--- src/shared/sci_pkg.sv ---
// constants, types and field layout of the serial controller interrupt block
// assumes one clock and a plain strobe-based register port
//
// Overview of operation
// - registers are reached over the strobe port at fixed word addresses
// - poll register shows data-move bits; pending register holds both channels
// - six sources each own pending, in-service and enable flags
// - requests need the source enable and the global enable; source enables are write-only
// - a pending flag never sets while its enable is clear
// - any eligible pending flag with chain input high pulls the request low
// - pending flags are readable in the pending-bits register
// - a set in-service flag blocks lower sources and drops chain output
// - acknowledge sets in-service of highest pending source if chain input high
// - channel A above B; receive, transmit, external/status within a channel
// - acknowledge releases the request output so higher sources may nest
// - three vector bits carry source; channel A read plain, channel B with status
// - receive interrupt modes: first char, every char, special only
// - special condition: overrun, framing, end of frame, optional parity
// - first-char mode raises special conditions only after the first char
// - ext/status from pin edges, underrun, baud zero, break or abort
// - break or abort interrupts at start and at end
// - software acknowledge by vector read when enabled in master control
// - software acknowledge ignores status-in-vector and suppress-vector bits
// - transfer mode bits make wait/request a cpu wait or dma request
// - request means ready to move data; wait means not ready, stretch cycle
// - chain output high only if input high, not servicing, not requesting in ack
// - acknowledge sampled on clock edge; vector on read with chain input high
package sci_pkg;
  // ****************************************
  // register port
  // ****************************************
  localparam int unsigned ADDR_W = 4;
  localparam logic [3:0] ADR_MIC = 4'h0;
  localparam logic [3:0] ADR_VEC_WR = 4'h1;
  localparam logic [3:0] ADR_VEC_A = 4'h2;
  localparam logic [3:0] ADR_VEC_B = 4'h3;
  localparam logic [3:0] ADR_PEND = 4'h4;
  localparam logic [3:0] ADR_TM_A = 4'h5;
  localparam logic [3:0] ADR_TM_B = 4'h6;
  localparam logic [3:0] ADR_CMD = 4'h7;
  localparam logic [3:0] ADR_POLL = 4'h8;
  // ****************************************
  // field positions
  // ****************************************
  localparam int MIC_VIS = 0;
  localparam int MIC_NV = 1;
  localparam int MIC_MIE = 3;
  localparam int MIC_SACK = 5;
  localparam int TM_RXM_LO = 0;
  localparam int TM_TX_EN = 2;
  localparam int TM_EXT_EN = 3;
  localparam int TM_WR_EN = 4;
  localparam int TM_WR_REQ = 5;
  localparam int TM_WR_RX = 6;
  localparam int TM_PAR_SP = 7;
  localparam int CMD_RST_IUS = 0;
  localparam int CMD_CLR_LO = 1;
  localparam int CMD_ARM = 7;
  localparam int VEC_LO = 1;
  // ****************************************
  // sources, reset values, codes
  // ****************************************
  localparam int NCH = 2;
  localparam int SRC_PER_CH = 3;
  localparam int NSRC = 6;
  localparam int SRC_RX = 0;
  localparam int SRC_TX = 1;
  localparam int SRC_EXT = 2;
  localparam logic [7:0] MIC_RST = 8'h00;
  localparam logic [7:0] VEC_RST = 8'h00;
  localparam logic [7:0] TM_RST = 8'h00;
  localparam logic [2:0] VEC_NONE = 3'h3;
  localparam logic [2:0] VEC_SPECIAL = 3'h3;
  localparam logic [2:0] VEC_RX = 3'h2;
  localparam logic [2:0] VEC_TX = 3'h0;
  localparam logic [2:0] VEC_EXT = 3'h1;
  localparam logic [2:0] VEC_CH_A = 3'h4;
  typedef enum logic [1:0] {
    RXM_OFF = 2'h0,
    RXM_FIRST = 2'h1,
    RXM_ALL = 2'h2,
    RXM_SPECIAL = 2'h3
  } sci_rxm_t;
  typedef enum logic [1:0] {
    ACK_IDLE = 2'b00,
    ACK_SETTLE = 2'b01,
    ACK_DONE = 2'b11
  } sci_ack_t;
endpackage : sci_pkg

--- src/sci_chain.sv ---
// internal daisy chain: highest eligible pending source and highest in-service
// assumes index 0 is the highest priority
`timescale 1ns/10ps
module sci_chain #(
  parameter int N = 6
) (
  // flags
  input wire logic [N-1:0] pend,
  input wire logic [N-1:0] in_service_flag,
  // results
  output logic [N-1:0] grant,
  output logic [N-1:0] hi_ius,
  output logic any_req
);
  logic [N:0] blk;
  logic [N:0] found;
  assign blk[0] = 1'b0;
  assign found[0] = 1'b0;
  // ****************************************
  // priority walk
  // ****************************************
  for (genvar i = 0; i < N; i++) begin : g_lvl
    // a source is blocked by in-service at its own level or above
    assign grant[i] = pend[i] & ~blk[i] & ~in_service_flag[i] & ~found[i];
    assign hi_ius[i] = in_service_flag[i] & ~blk[i];
    assign blk[i+1] = blk[i] | in_service_flag[i];
    assign found[i+1] = found[i] | grant[i];
  end
  assign any_req = found[N];
endmodule : sci_chain

--- src/sci_irq_xfer.sv ---
// interrupt, daisy chain, vector and wait/request logic of a two-channel controller
// assumes status inputs synchronous to clk, channel 0 is A and channel 1 is B
`timescale 1ns/10ps
module sci_irq_xfer
  import sci_pkg::*;
(
  // clock and reset
  input wire logic clk,
  input wire logic rst_n,
  // register port
  input wire logic [ADDR_W-1:0] reg_addr,
  input wire logic [7:0] reg_wdata,
  input wire logic reg_wr,
  input wire logic reg_rd,
  output logic [7:0] reg_rdata,
  // daisy chain and request pin
  input wire logic irq_acknowledge_n,
  input wire logic chain_enable_in,
  output logic chain_enable_out,
  output logic irq_req_o,
  output logic irq_req_oe,
  // channel status
  input wire logic [NCH-1:0] rx_avail,
  input wire logic [NCH-1:0] tx_empty,
  input wire logic [NCH-1:0] rx_overrun,
  input wire logic [NCH-1:0] rx_framing_err,
  input wire logic [NCH-1:0] rx_end_of_frame,
  input wire logic [NCH-1:0] rx_parity_err,
  input wire logic [NCH-1:0] cts_in,
  input wire logic [NCH-1:0] carrier_detect_in,
  input wire logic [NCH-1:0] sync_in,
  input wire logic [NCH-1:0] break_abort_in,
  input wire logic [NCH-1:0] tx_underrun,
  input wire logic [NCH-1:0] brg_zero,
  input wire logic [NCH-1:0] data_access,
  // wait/request pins
  output logic [NCH-1:0] wait_req_o,
  output logic [NCH-1:0] wait_req_oe
);
  // ****************************************
  // reset release
  // ****************************************
  logic rst_meta_ff;
  logic rst_sync_ff;
  always_ff @(posedge clk or negedge rst_n) begin
    if (!rst_n) begin
      rst_meta_ff <= 1'b0;
      rst_sync_ff <= 1'b0;
    end else begin
      rst_meta_ff <= 1'b1;
      rst_sync_ff <= rst_meta_ff;
    end
  end

  // ****************************************
  // state
  // ****************************************
  logic [7:0] mic_ff, nxt_mic;
  logic [7:0] vec_ff, nxt_vec;
  logic [NCH-1:0][7:0] tm_ff, nxt_tm;
  logic [NSRC-1:0] pend_ff, nxt_pend;
  logic [NSRC-1:0] ius_ff, nxt_ius;
  logic [NCH-1:0] special_ff, nxt_special;
  logic [NCH-1:0] armed_ff, nxt_armed;
  logic [NCH-1:0][5:0] prev_ff, nxt_prev;
  sci_ack_t ack_st_ff, nxt_ack_st;
  logic [7:0] rdata_ff, nxt_rdata;
  logic int_oe_ff, nxt_int_oe;
  logic chain_out_ff, nxt_chain_out;
  logic [NCH-1:0] wr_o_ff, nxt_wr_o;
  logic [NCH-1:0] wr_oe_ff, nxt_wr_oe;

  // ****************************************
  // per-channel events
  // ****************************************
  logic [NSRC-1:0] src_set;
  logic [NSRC-1:0] src_en;
  logic [NCH-1:0] sp_set;
  logic [NCH-1:0] fc_take;
  logic [NCH-1:0] ready;
  logic [NCH-1:0][5:0] lvl;
  logic [NSRC-1:0] pend_view;
  for (genvar c = 0; c < NCH; c++) begin : g_ch
    sci_rxm_t rxm;
    logic rx_rise;
    logic tx_rise;
    logic sp;
    logic char_set;
    assign rxm = sci_rxm_t'(tm_ff[c][TM_RXM_LO +: 2]);
    assign lvl[c] = {break_abort_in[c], sync_in[c], carrier_detect_in[c],
                     cts_in[c], tx_empty[c], rx_avail[c]};
    assign rx_rise = rx_avail[c] & ~prev_ff[c][0];
    assign tx_rise = tx_empty[c] & ~prev_ff[c][1];
    assign sp = rx_overrun[c] | rx_framing_err[c] | rx_end_of_frame[c]
              | (rx_parity_err[c] & tm_ff[c][TM_PAR_SP]);
    assign fc_take[c] = (rxm == RXM_FIRST) & rx_rise & armed_ff[c];
    assign char_set = (rxm == RXM_ALL & rx_rise) | fc_take[c];
    // first-char mode takes special conditions only once disarmed
    assign sp_set[c] = sp & (rxm == RXM_ALL | rxm == RXM_SPECIAL
                     | (rxm == RXM_FIRST & ~armed_ff[c]));
    assign src_en[c*SRC_PER_CH+SRC_RX] = rxm != RXM_OFF;
    assign src_en[c*SRC_PER_CH+SRC_TX] = tm_ff[c][TM_TX_EN];
    assign src_en[c*SRC_PER_CH+SRC_EXT] = tm_ff[c][TM_EXT_EN];
    assign src_set[c*SRC_PER_CH+SRC_RX] = char_set | sp_set[c];
    assign src_set[c*SRC_PER_CH+SRC_TX] = tx_rise;
    // both edges of the cts, carrier, sync and break/abort levels
    assign src_set[c*SRC_PER_CH+SRC_EXT] = (|(lvl[c][5:2] ^ prev_ff[c][5:2]))
                                         | tx_underrun[c] | brg_zero[c];
    assign ready[c] = tm_ff[c][TM_WR_RX] ? rx_avail[c] : tx_empty[c];
  end
  // highest source shows in the top bit of the pending view
  for (genvar i = 0; i < NSRC; i++) begin : g_view
    assign pend_view[NSRC-1-i] = pend_ff[i];
  end

  // ****************************************
  // daisy chain
  // ****************************************
  logic [NSRC-1:0] grant;
  logic [NSRC-1:0] hi_ius;
  logic any_req;
  sci_chain #(
    .N(NSRC)
  ) u_chain (
    .pend(pend_ff),
    .in_service_flag(ius_ff),
    .grant(grant),
    .hi_ius(hi_ius),
    .any_req(any_req)
  );

  // ****************************************
  // decode and vector
  // ****************************************
  logic wr_mic, wr_cmd, hw_take, sw_take, take, sack;
  logic [2:0] code;
  logic [7:0] vec_mod;
  assign sack = mic_ff[MIC_SACK];
  assign wr_mic = reg_wr & (reg_addr == ADR_MIC);
  assign wr_cmd = reg_wr & (reg_addr == ADR_CMD);
  assign hw_take = (ack_st_ff == ACK_SETTLE) & reg_rd & chain_enable_in;
  assign sw_take = sack & reg_rd & irq_acknowledge_n
                 & (reg_addr == ADR_VEC_A | reg_addr == ADR_VEC_B);
  assign take = hw_take | sw_take;

  always_comb begin
    code = VEC_NONE;
    for (int c = NCH - 1; c >= 0; c--) begin
      if (grant[c*SRC_PER_CH+SRC_EXT]) begin
        code = VEC_EXT;
      end
      if (grant[c*SRC_PER_CH+SRC_TX]) begin
        code = VEC_TX;
      end
      if (grant[c*SRC_PER_CH+SRC_RX]) begin
        code = special_ff[c] ? VEC_SPECIAL : VEC_RX;
      end
      if (c == 0 && |grant[SRC_PER_CH-1:0]) begin
        code = code | VEC_CH_A;
      end
    end
    vec_mod = vec_ff;
    vec_mod[VEC_LO +: 3] = code;
  end

  // ****************************************
  // next state
  // ****************************************
  always_comb begin
    nxt_mic = wr_mic ? reg_wdata : mic_ff;
    nxt_vec = (reg_wr & reg_addr == ADR_VEC_WR) ? reg_wdata : vec_ff;
    nxt_tm = tm_ff;
    if (reg_wr & reg_addr == ADR_TM_A) begin
      nxt_tm[0] = reg_wdata;
    end
    if (reg_wr & reg_addr == ADR_TM_B) begin
      nxt_tm[1] = reg_wdata;
    end
    // set wins over clear; disabled sources drop their flag
    nxt_pend = ((pend_ff & ~(wr_cmd ? reg_wdata[CMD_CLR_LO +: NSRC] : '0))
               | src_set) & src_en;
    // in-service set by acknowledge wins over reset of highest
    nxt_ius = (ius_ff & ~((wr_cmd & reg_wdata[CMD_RST_IUS]) ? hi_ius : '0))
            | (take ? grant : '0);
    for (int c = 0; c < NCH; c++) begin
      nxt_special[c] = (special_ff[c] | sp_set[c]) & nxt_pend[c*SRC_PER_CH+SRC_RX];
      nxt_armed[c] = (armed_ff[c] & ~fc_take[c]) | (wr_cmd & reg_wdata[CMD_ARM]);
    end
    nxt_prev = lvl;
    // hardware acknowledge follows the sampled pin
    unique case (ack_st_ff)
      ACK_IDLE: nxt_ack_st = irq_acknowledge_n ? ACK_IDLE : ACK_SETTLE;
      ACK_SETTLE: begin
        nxt_ack_st = irq_acknowledge_n ? ACK_IDLE : (reg_rd ? ACK_DONE : ACK_SETTLE);
      end
      ACK_DONE: nxt_ack_st = irq_acknowledge_n ? ACK_IDLE : ACK_DONE;
      default: nxt_ack_st = ACK_IDLE;
    endcase
    nxt_rdata = 8'h00;
    if (reg_rd && ack_st_ff == ACK_SETTLE) begin
      if (chain_enable_in && !mic_ff[MIC_NV]) begin
        nxt_rdata = mic_ff[MIC_VIS] ? vec_mod : vec_ff;
      end
    end else if (reg_rd) begin
      unique case (reg_addr)
        ADR_VEC_A: nxt_rdata = vec_ff;
        ADR_VEC_B: nxt_rdata = vec_mod;
        ADR_PEND: nxt_rdata = {2'b00, pend_view};
        ADR_MIC: nxt_rdata = mic_ff;
        ADR_POLL: nxt_rdata = {4'h0, tx_empty[1], rx_avail[1], tx_empty[0], rx_avail[0]};
        default: nxt_rdata = 8'h00;
      endcase
    end
    nxt_int_oe = mic_ff[MIC_MIE] & chain_enable_in & any_req & irq_acknowledge_n
               & (ack_st_ff == ACK_IDLE) & ~take;
    nxt_chain_out = chain_enable_in & ~|nxt_ius
                  & ~(~irq_acknowledge_n & any_req & mic_ff[MIC_MIE]);
    for (int c = 0; c < NCH; c++) begin
      nxt_wr_o[c] = 1'b1;
      nxt_wr_oe[c] = 1'b0;
      if (tm_ff[c][TM_WR_EN] && tm_ff[c][TM_WR_REQ]) begin
        nxt_wr_o[c] = ~ready[c];
        nxt_wr_oe[c] = 1'b1;
      end else if (tm_ff[c][TM_WR_EN]) begin
        nxt_wr_o[c] = 1'b0;
        nxt_wr_oe[c] = data_access[c] & ~ready[c];
      end
    end
  end

  // ****************************************
  // registers
  // ****************************************
  always_ff @(posedge clk or negedge rst_sync_ff) begin
    if (!rst_sync_ff) begin
      mic_ff <= MIC_RST;
      vec_ff <= VEC_RST;
      tm_ff <= {NCH{TM_RST}};
      pend_ff <= '0;
      ius_ff <= '0;
      special_ff <= '0;
      armed_ff <= '1;
      prev_ff <= '0;
      ack_st_ff <= ACK_IDLE;
      rdata_ff <= 8'h00;
      int_oe_ff <= 1'b0;
      chain_out_ff <= 1'b0;
      wr_o_ff <= '1;
      wr_oe_ff <= '0;
    end else begin
      mic_ff <= nxt_mic;
      vec_ff <= nxt_vec;
      tm_ff <= nxt_tm;
      pend_ff <= nxt_pend;
      ius_ff <= nxt_ius;
      special_ff <= nxt_special;
      armed_ff <= nxt_armed;
      prev_ff <= nxt_prev;
      ack_st_ff <= nxt_ack_st;
      rdata_ff <= nxt_rdata;
      int_oe_ff <= nxt_int_oe;
      chain_out_ff <= nxt_chain_out;
      wr_o_ff <= nxt_wr_o;
      wr_oe_ff <= nxt_wr_oe;
    end
  end

  // ****************************************
  // outputs
  // ****************************************
  logic int_o_ff;
  always_ff @(posedge clk or negedge rst_sync_ff) begin
    if (!rst_sync_ff) begin
      int_o_ff <= 1'b1;
    end else begin
      int_o_ff <= ~nxt_int_oe;
    end
  end
  assign reg_rdata = rdata_ff;
  assign irq_req_o = int_o_ff;
  assign irq_req_oe = int_oe_ff;
  assign chain_enable_out = chain_out_ff;
  assign wait_req_o = wr_o_ff;
  assign wait_req_oe = wr_oe_ff;
endmodule : sci_irq_xfer

--- config.mk ---
export PLATFORM = sky130hd
export DESIGN_NAME = sci_irq_xfer
export DESIGN_NICKNAME = d
export VERILOG_FILES = /design/src/shared/sci_pkg.sv /design/src/sci_chain.sv /design/src/sci_irq_xfer.sv
export SDC_FILE = /design/constraint.sdc
export NUM_CORES = 1
export LEC_CHECK = 0
export ABC_CLOCK_PERIOD_IN_PS = 2700
export BUFFER_PORTS_ARGS = -buffer_cell sky130_fd_sc_hd__buf_4
export CELL_PAD_IN_SITES_DETAIL_PLACEMENT = 0
export CELL_PAD_IN_SITES_GLOBAL_PLACEMENT = 1
export CORE_MARGIN = 2
export CORE_UTILIZATION = 45
export CTS_CLUSTER_DIAMETER = 50
export DETAILED_ROUTE_END_ITERATION = 7
export GPL_TIMING_DRIVEN = 0
export PLACE_DENSITY_LB_ADDON = 0.25
export RECOVER_POWER = 50
export SKIP_LAST_GASP = 1
export SLEW_MARGIN = 0
export SYNTH_ARGS = -nofsm -noshare
export SYNTH_HDL_FRONTEND = slang
export SYNTH_SLANG_ARGS = --single-unit
export TNS_END_PERCENT = 20
--- constraint.sdc ---
create_clock -name clk -period 2.7 [get_ports clk]
set_input_delay 0.27 -clock clk [delete_from_list [all_inputs] [get_ports clk]]
set_output_delay 0.27 -clock clk [all_outputs]
set_load 0.02 [all_outputs]
==> results_dict.tcl, run 1 <==
set metrics [dict create \
    placed_area_mm2 0.00416 \
    grt_max_degree 42 \
    dp_slack_ps 568 \
    cp_slowest_cell "or4_4" \
    cts_hold_buf 1 \
    wl_per_cell_um 16.3 \
    grt_pass1_vias 2601 \
    fin_ws_ps 548 \
    cts-root-buf "clkbuf_8" \
    synth_edf_count 0 \
    ys_warn_count 0 \
    min_from "break_abort_in[0]" \
    syn_area_mm2 0.00358 \
    num_rows 32 \
    overflow 0 \
    critPathMaxStageDelay_ps 570 \
    die_y_um 93.2 \
    syn_inst 302 \
    muxShareOfSynthArea 0.126 \
    setup_viol 0 \
    num_vias 2629 \
    r2r_start "ius_ff[0]$_DFF_PN0_" \
    antenna_found_initial 0 \
    routed_wl_um 7810 \
    stdcell_area_mm2 0.00430 \
    fmax_mhz 465 \
    whs_path_depth 1 \
    hold_end "prev_ff[5]$_DFF_PN0_" \
    post_synth_xor_area_fraction 0.0122 \
    async_flop_share 1.00 \
    synth_compound_area_frac 0.140 \
    fin_crit_sh 0.797 \
    core_area_mm2 0.00773 \
    crit_required_ps 3000 \
    synth_top_cell_by_area "dfrtp_1" \
    die_w_um 93.2 \
    crit_chain "buf_4, or4_4, a221oi_2, o21ai_0, or4_4, inv_1" \
    wl_met3_um 362 \
    crit_path_frequent_cell "or4_4" \
    area_growth_pct 20.2 \
    numCtsBuffers 9 \
    leakage_nw 1.92 \
    path_clk_slew_ps 90 \
    postCtsSetupBuffers 0 \
    crit_buf_inv 2 \
    path_delay_family "simple AND/OR/NAND/NOR gates" \
    syn-num-nets 346 \
    rrSetupSlack_ps 550 \
    peakVddDrop_v 0.000298 \
    drc 0 \
    cts_buffer_depth 2 \
    finClkSkew_ps 12.1 \
    drt-initial-drc-count 171 \
    endpoint_kind "register" \
    cts_max_level 3 \
    grtUsageTotal 0.192 \
    r2r_end "irq_req_oe$_DFF_PN0_" \
    wl_met1_um 3580 \
    via_per_inst 5.49 \
    cts_tree "yes" \
    top_layer "met4" \
    crit_type "register to register" \
    synth_cell_type_count 58 \
    hold_class "input port to register" \
    rsz0062_at_grt "false" \
    p_per_area_mw_per_mm2 741 \
    synthSimpleGateAreaFrac 0.142 \
    final-hold-violation-count 0 \
    hpwl_um 5770 \
    violations "max-capacitance violations, max-slew violations" \
    finalCriticalPeriod_ps 2150 \
    postRouteAntennaNets 0 \
    ys_seq_area_frac 0.554 \
    cts-resized-gates 0 \
    io_pins 59 \
    worst_ep_arrival_time_ps 2450 \
    antenna_cells 0 \
    crit_start "ius_ff[0]$_DFF_PN0_" \
    clk_latency_ps 360 \
    layout.nets 416 \
    startpoint_type "register" \
    ys_ff_latch 79 \
    worst-r2r-cell-count 6 \
    cts.sinks 79 \
    grt_pass1_wl_um 12700 \
    status "complete, but fails checks" \
    drive_gt1_frac 0.318 \
    synth-main-ff-cell "dfrtp_1" \
    path_max_fanout 10 \
    die-area_mm2 0.00868 \
    synth_top_area_share 0.517 \
    synth-adder-area-share 0 \
    initial_core_util 0.463 \
    numPortBuffers 57 \
    synth_top_family_by_area "simple AND/OR/NAND/NOR gates" \
    slew_violations 37 \
    maxCapViolations 1 \
    gp_congestion 0.843 \
    fill_cells 700 \
    maxSlewHeadroom -0.00219 \
    tightest_slew_ps 1500 \
    wl_met2_um 3770 \
    drt_first_pass_iters 4 \
    synth_area_leaders "dfrtp_1 (52%), mux2_2 (10%), dfstp_2 (3.7%)" \
    syn_area_per_cell_um2 11.8 \
]
## per-layer routing
metal | up-vias | global-route usage
met5 | - | 0
met3 | 9 | 0.0459
met2 | 64 | 0.306
met4 | 0 | 0.0674
li1 | 1244 | -
met1 | 1312 | 0.259
## stage by stage
step | hold slack, ps | setup TNS (ps) | power, mW | utilization | instances
floorplan | -25.6 | 0 | 2.14 | - | 302
global placement | 52.6 | -35080 | 2.39 | 0.535 | 461
detailed placement | 56.1 | 0 | 2.41 | 0.538 | 462
CTS | 13.2 | 0 | 3.23 | 0.563 | 479
global route | 34.0 | 0 | 3.39 | 0.557 | 479
finish | 53.0 | 0 | 3.19 | 0.557 | 479
## cells in the mapped netlist, types with 5 or more instances
| cell | number |
|---|---|
| dfrtp_1 | 74 |
| mux2i_1 | 9 |
| nand2_1 | 22 |
| dfstp_2 | 5 |
| nor2b_1 | 11 |
| o21ai_0 | 10 |
| a21oi_1 | 17 |
| inv_1 | 13 |
| nor2_1 | 14 |
| mux2_2 | 32 |
| a22oi_1 | 5 |
| nand2b_1 | 5 |
## sequential cells by signal (all words and copies together) (netlist names), 2 cells and up
signal,count
tm_ff,8
pend_ff,6
wait_req_o,2
mic_ff,8
ack_st_ff,2
special_ff,2
vec_ff,8
reg_rdata,8
src_en,4
wait_req_oe,2
armed_ff,2
ius_ff,6
g_ch.rxm,4
prev_ff,12
## cell usage in the layout, fill, tap and decap left out, types with 3 or more instances in the layout
cell | Yosys | layout
a21oi_1 | 17 | 17
nand2b_1 | 5 | 5
inv_6 | 0 | 3
mux2_2 | 32 | 32
clkbuf_1 | 0 | 11
o31ai_1 | 3 | 3
nor2b_1 | 11 | 11
nor2_1 | 14 | 14
clkbuf_8 | 0 | 9
o21a_1 | 4 | 4
mux2i_1 | 9 | 9
o21ai_0 | 10 | 10
a22oi_1 | 5 | 5
dfrtp_1 | 74 | 74
inv_1 | 13 | 13
dfstp_2 | 5 | 5
nor3_1 | 3 | 3
or2_2 | 4 | 4
buf_4 | 2 | 46
xnor2_1 | 4 | 4
a22o_1 | 4 | 4
nand2_1 | 22 | 22
nand3_1 | 3 | 3
a2111oi_0 | 3 | 3
## area by class of cell
type,instances,area [um2],area share
Tap cell,102,128,0.0297
Timing Repair Buffer,59,417,0.0969
Sequential cell,79,1980,0.461
Multi-Input combinational cell,204,1510,0.350
Clock inverter,7,55.1,0.0128
Clock buffer,9,124,0.0288
Inverter,13,48.8,0.0113
Buffer,6,40.0,0.00931
## how the worst max path moves through the flow
stage,depth (start not counted),slack (ps),endpoint
3_5_place_dp,6,570,irq_req_oe$_DFF_PN0_
4_1_cts,6,540,irq_req_oe$_DFF_PN0_
3_3_place_gp,0,-490,irq_req_oe$_DFF_PN0_
2_1_floorplan,0,350,ack_st_ff[0]$_DFF_PN0_
5_1_grt,6,490,irq_req_oe$_DFF_PN0_
6_report,6,550,irq_req_oe$_DFF_PN0_
## logic make-up after synthesis
family | count (synthesis)
DFF | 79
muxes | 41
xor gates and xnor gates | 5
and+or+nand+nor | 86
buffers and inverters | 19
AOI/OAI and AO/OA | 71
other | 1
## report_power, final
group / total, mW / switching (mW) / internal (mW) / leakage [nW]
Combinational: 0.771 / 0.374 / 0.397 / 0.860
Clock: 0.806 / 0.463 / 0.343 / 0.0866
Sequential: 1.61 / 0.187 / 1.43 / 0.974
Total: 3.19 / 1.02 / 2.17 / 1.92
No activity file was read; power rests on OpenSTA's default activity.
==> run 2: changes to the inputs <==
- ABC_AREA: unset -> 1
- ABC_CLOCK_PERIOD_IN_PS: 2700 -> 2000
- CORE_UTILIZATION: 45 -> 42
- clock period: 2.7 -> 2 ns (I/O delays scaled with it)
==> run 2 against run 1 <==
The flow now finishes without violations. Synthesized cell count is 36% higher. Flip-flop and latch count unchanged. Cell count increased by 26%. Critical path depth increased by 4. Total power is 35% higher. Die area grew 5.0%. Critical endpoint is now reg_rdata[2]$_DFF_PN0_.
==> results_dict.tcl, run 2 <==
set metrics [dict create \
    syn_area_per_cell_um2 8.58 \
    area_growth_pct 25.1 \
    grt_max_degree 55 \
    syn_inst 410 \
    num_vias 2954 \
    finClkSkew_ps 9.04 \
    drive_gt1_frac 0.175 \
    core_area_mm2 0.00818 \
    comb_power_share 0.235 \
    top_layer "met4" \
    finalCriticalPeriod_ps 1580 \
    maxCapViolations 0 \
    fin_tns_setup_ps 0 \
    routed_wl_um 8370 \
    gp_congestion 0.879 \
    wl_met1_um 3810 \
    p_per_area_mw_per_mm2 976 \
    initial_core_util 0.430 \
    cts_max_level 3 \
    leakage_nw 2.14 \
    grtUsageTotal 0.208 \
    drt-initial-drc-count 157 \
    hpwl_um 6520 \
    drt_first_pass_iters 4 \
    io_pins 59 \
    seqCellArea_mm2 0.00198 \
    clockPowerShare 0.275 \
    postRouteAntennaNets 0 \
    cts_tree "yes" \
    hold_class "input port to register" \
    syn-num-nets 454 \
    syn_area_mm2 0.00352 \
    synth-main-ff-cell "dfrtp_1" \
    synth_edf_count 0 \
    via_per_inst 4.90 \
    layout.nets 537 \
    path_clk_slew_ps 80 \
    synth_area_leaders "dfrtp_1 (53%), nand2_1 (9.1%), inv_1 (6.0%)" \
    die_w_um 95.5 \
    tightest_slew_ps 1010 \
    startpoint_type "register" \
    die_y_um 95.5 \
    fmax_mhz 633 \
    grt_pass1_wl_um 14300 \
    worst_ep_arrival_time_ps 1820 \
    layout_commonest_cell "nand2_1" \
    crit_type "register to register" \
    async_flop_share 1.00 \
    final-hold-violation-count 0 \
    fin_crit_sh 0.790 \
    p_seq_frac 0.490 \
    die-area_mm2 0.00912 \
    rsz0062_at_grt "false" \
    wl_met2_um 4070 \
    grt_pass1_vias 3006 \
    yosysMostFrequentCell "nand2_1" \
    antenna_cells 0 \
    numPortBuffers 58 \
    status "complete, no violations" \
    synthTopCellsByCount "nand2_1 (85), dfrtp_1 (74), inv_1 (56)" \
    ys_seq_area_frac 0.564 \
    largest_register_ffs 12 \
    antenna_found_initial 0 \
    p_switching_mw 1.41 \
    whs_path_depth 2 \
    crit_chain "inv_1, nor2_1, a21oi_1, nand2_1, nor2_2, nand2_1, nand3_1, nor2_1, o21ai_1, nand2_1" \
    clk_latency_ps 350 \
    ys_ff_latch 79 \
    crit_path_frequent_cell "nand2_1" \
    setup_viol 0 \
    cp_slowest_cell "dfrtp_1" \
    rrSetupSlack_ps 420 \
    multi_input_area_mm2 0.00129 \
    endpoint_kind "register" \
    crit_required_ps 2240 \
    critPathMaxStageDelay_ps 410 \
    p_int_mw 2.89 \
    top_register "prev_ff" \
    numCtsBuffers 9 \
    drc 0 \
    overflow 0 \
    synth_top_area_share 0.527 \
    postCtsSetupBuffers 0 \
    num_rows 33 \
    maxSlewHeadroom 0.328 \
    cts-root-buf "clkbuf_8" \
    ys_warn_count 0 \
    final_cell_mix "nand2_1 (85), dfrtp_1 (74), inv_1 (56), buf_4 (45), nor2_1 (42)" \
    synth_cell_type_count 33 \
    wl_per_cell_um 13.9 \
    peakVddDrop_v 0.000774 \
    slew_violations 0 \
    path_max_fanout 5 \
    switching_share 0.328 \
    synth_top_cell_by_area "dfrtp_1" \
    p_total_mw 4.30 \
    fill_cells 806 \
    cts_buffer_depth 2 \
    worst-r2r-cell-count 10 \
    cts.sinks 79 \
    wl_met3_um 359 \
]
[run 2: changes by cell type after synthesis, moves of 4 or more]
cell	change
o22ai_1	+5
nor2b_1	-11
a22oi_1	-5
nand2_1	+63
inv_1	+43
nor2_1	+28
a22o_1	-4
o21ai_1	+23
o21ai_0	+19
mux2i_1	-9
inv_2	+4
nand2b_1	-5
nand3_1	+19
mux2_2	-32
[run 2: path summary, 6_finish.rpt]
check / start / to
max in group asynchronous: rst_sync_ff$_DFF_PN0_ / wait_req_o[1]$_DFF_PN1_
hold reg to reg: rst_meta_ff$_DFF_PN0_ / rst_sync_ff$_DFF_PN0_
hold / removal: irq_acknowledge_n / ack_st_ff[0]$_DFF_PN0_
setup reg to reg: pend_ff[0]$_DFF_PN0_ / reg_rdata[2]$_DFF_PN0_
setup / recovery: pend_ff[0]$_DFF_PN0_ / reg_rdata[2]$_DFF_PN0_
min in group asynchronous: rst_n / rst_meta_ff$_DFF_PN0_
[run 2: final cells by class]
class                      instances  share of cell area
tap                              105              0.0299
clock buffer                       9              0.0282
clock inverter                     7              0.0165
multi-input combinational        267               0.293
timing repair buffer              72               0.126
inverter                          60              0.0512
buffer                             4             0.00427
sequential                        79               0.451
[run 2: cells by family after synthesis]
| family | Yosys count | share of synthesized area |
|---|---|---|
| compound gates | 87 | 0.135 |
| xor+xnor | 8 | 0.0199 |
| simple gates | 171 | 0.210 |
| other cells | 1 | 0.00107 |
| buf+inv | 64 | 0.0694 |
| flops | 79 | 0.564 |
[run 2: through the flow]
stage | cells | hold slack (ps) | worst slack (ps) | area, um2 | util
floorplan | 410 | -95.6 | 632 | 3520 | -
global placement | 573 | -17.1 | 222 | 4080 | 0.500
detailed placement | 574 | -13.6 | 433 | 4110 | 0.503
CTS | 603 | 15.1 | 429 | 4440 | 0.543
global route | 603 | 17.0 | 230 | 4400 | 0.538
finish | 603 | 26.8 | 420 | 4400 | 0.538
[run 2: power groups by stage]
stage	registers [mW]	clock network [mW]	logic (mW)
global placement	2.15	0	0.960
finish	2.11	1.18	1.01
detailed placement	2.14	0	1.01
CTS	2.11	1.21	1.03
global route	2.15	1.28	1.16
floorplan	2.14	0	0.642
[run 2: worst max-delay path: cells and delay by family (launching register included)]
kind | cells | cell delay [ps]
compound gates | 2 | 250
flops | 1 | 410
simple gates | 7 | 690
buf+inv | 1 | 130
[run 2: repair_timing]
| action | CTS | global route |
|---|---|---|
| resized for setup | 0 | 0 |
| setup endpoints to repair | 0 | 0 |
| hold buffers | 13 | 0 |
| endpoints found under the hold margin | 14 | 0 |
[run 2: routing by layer]
metal  track usage  vias up
met5             0        -
met4        0.0845        0
met3        0.0403       10
met2         0.340       62
met1         0.272     1382
li1              -     1500
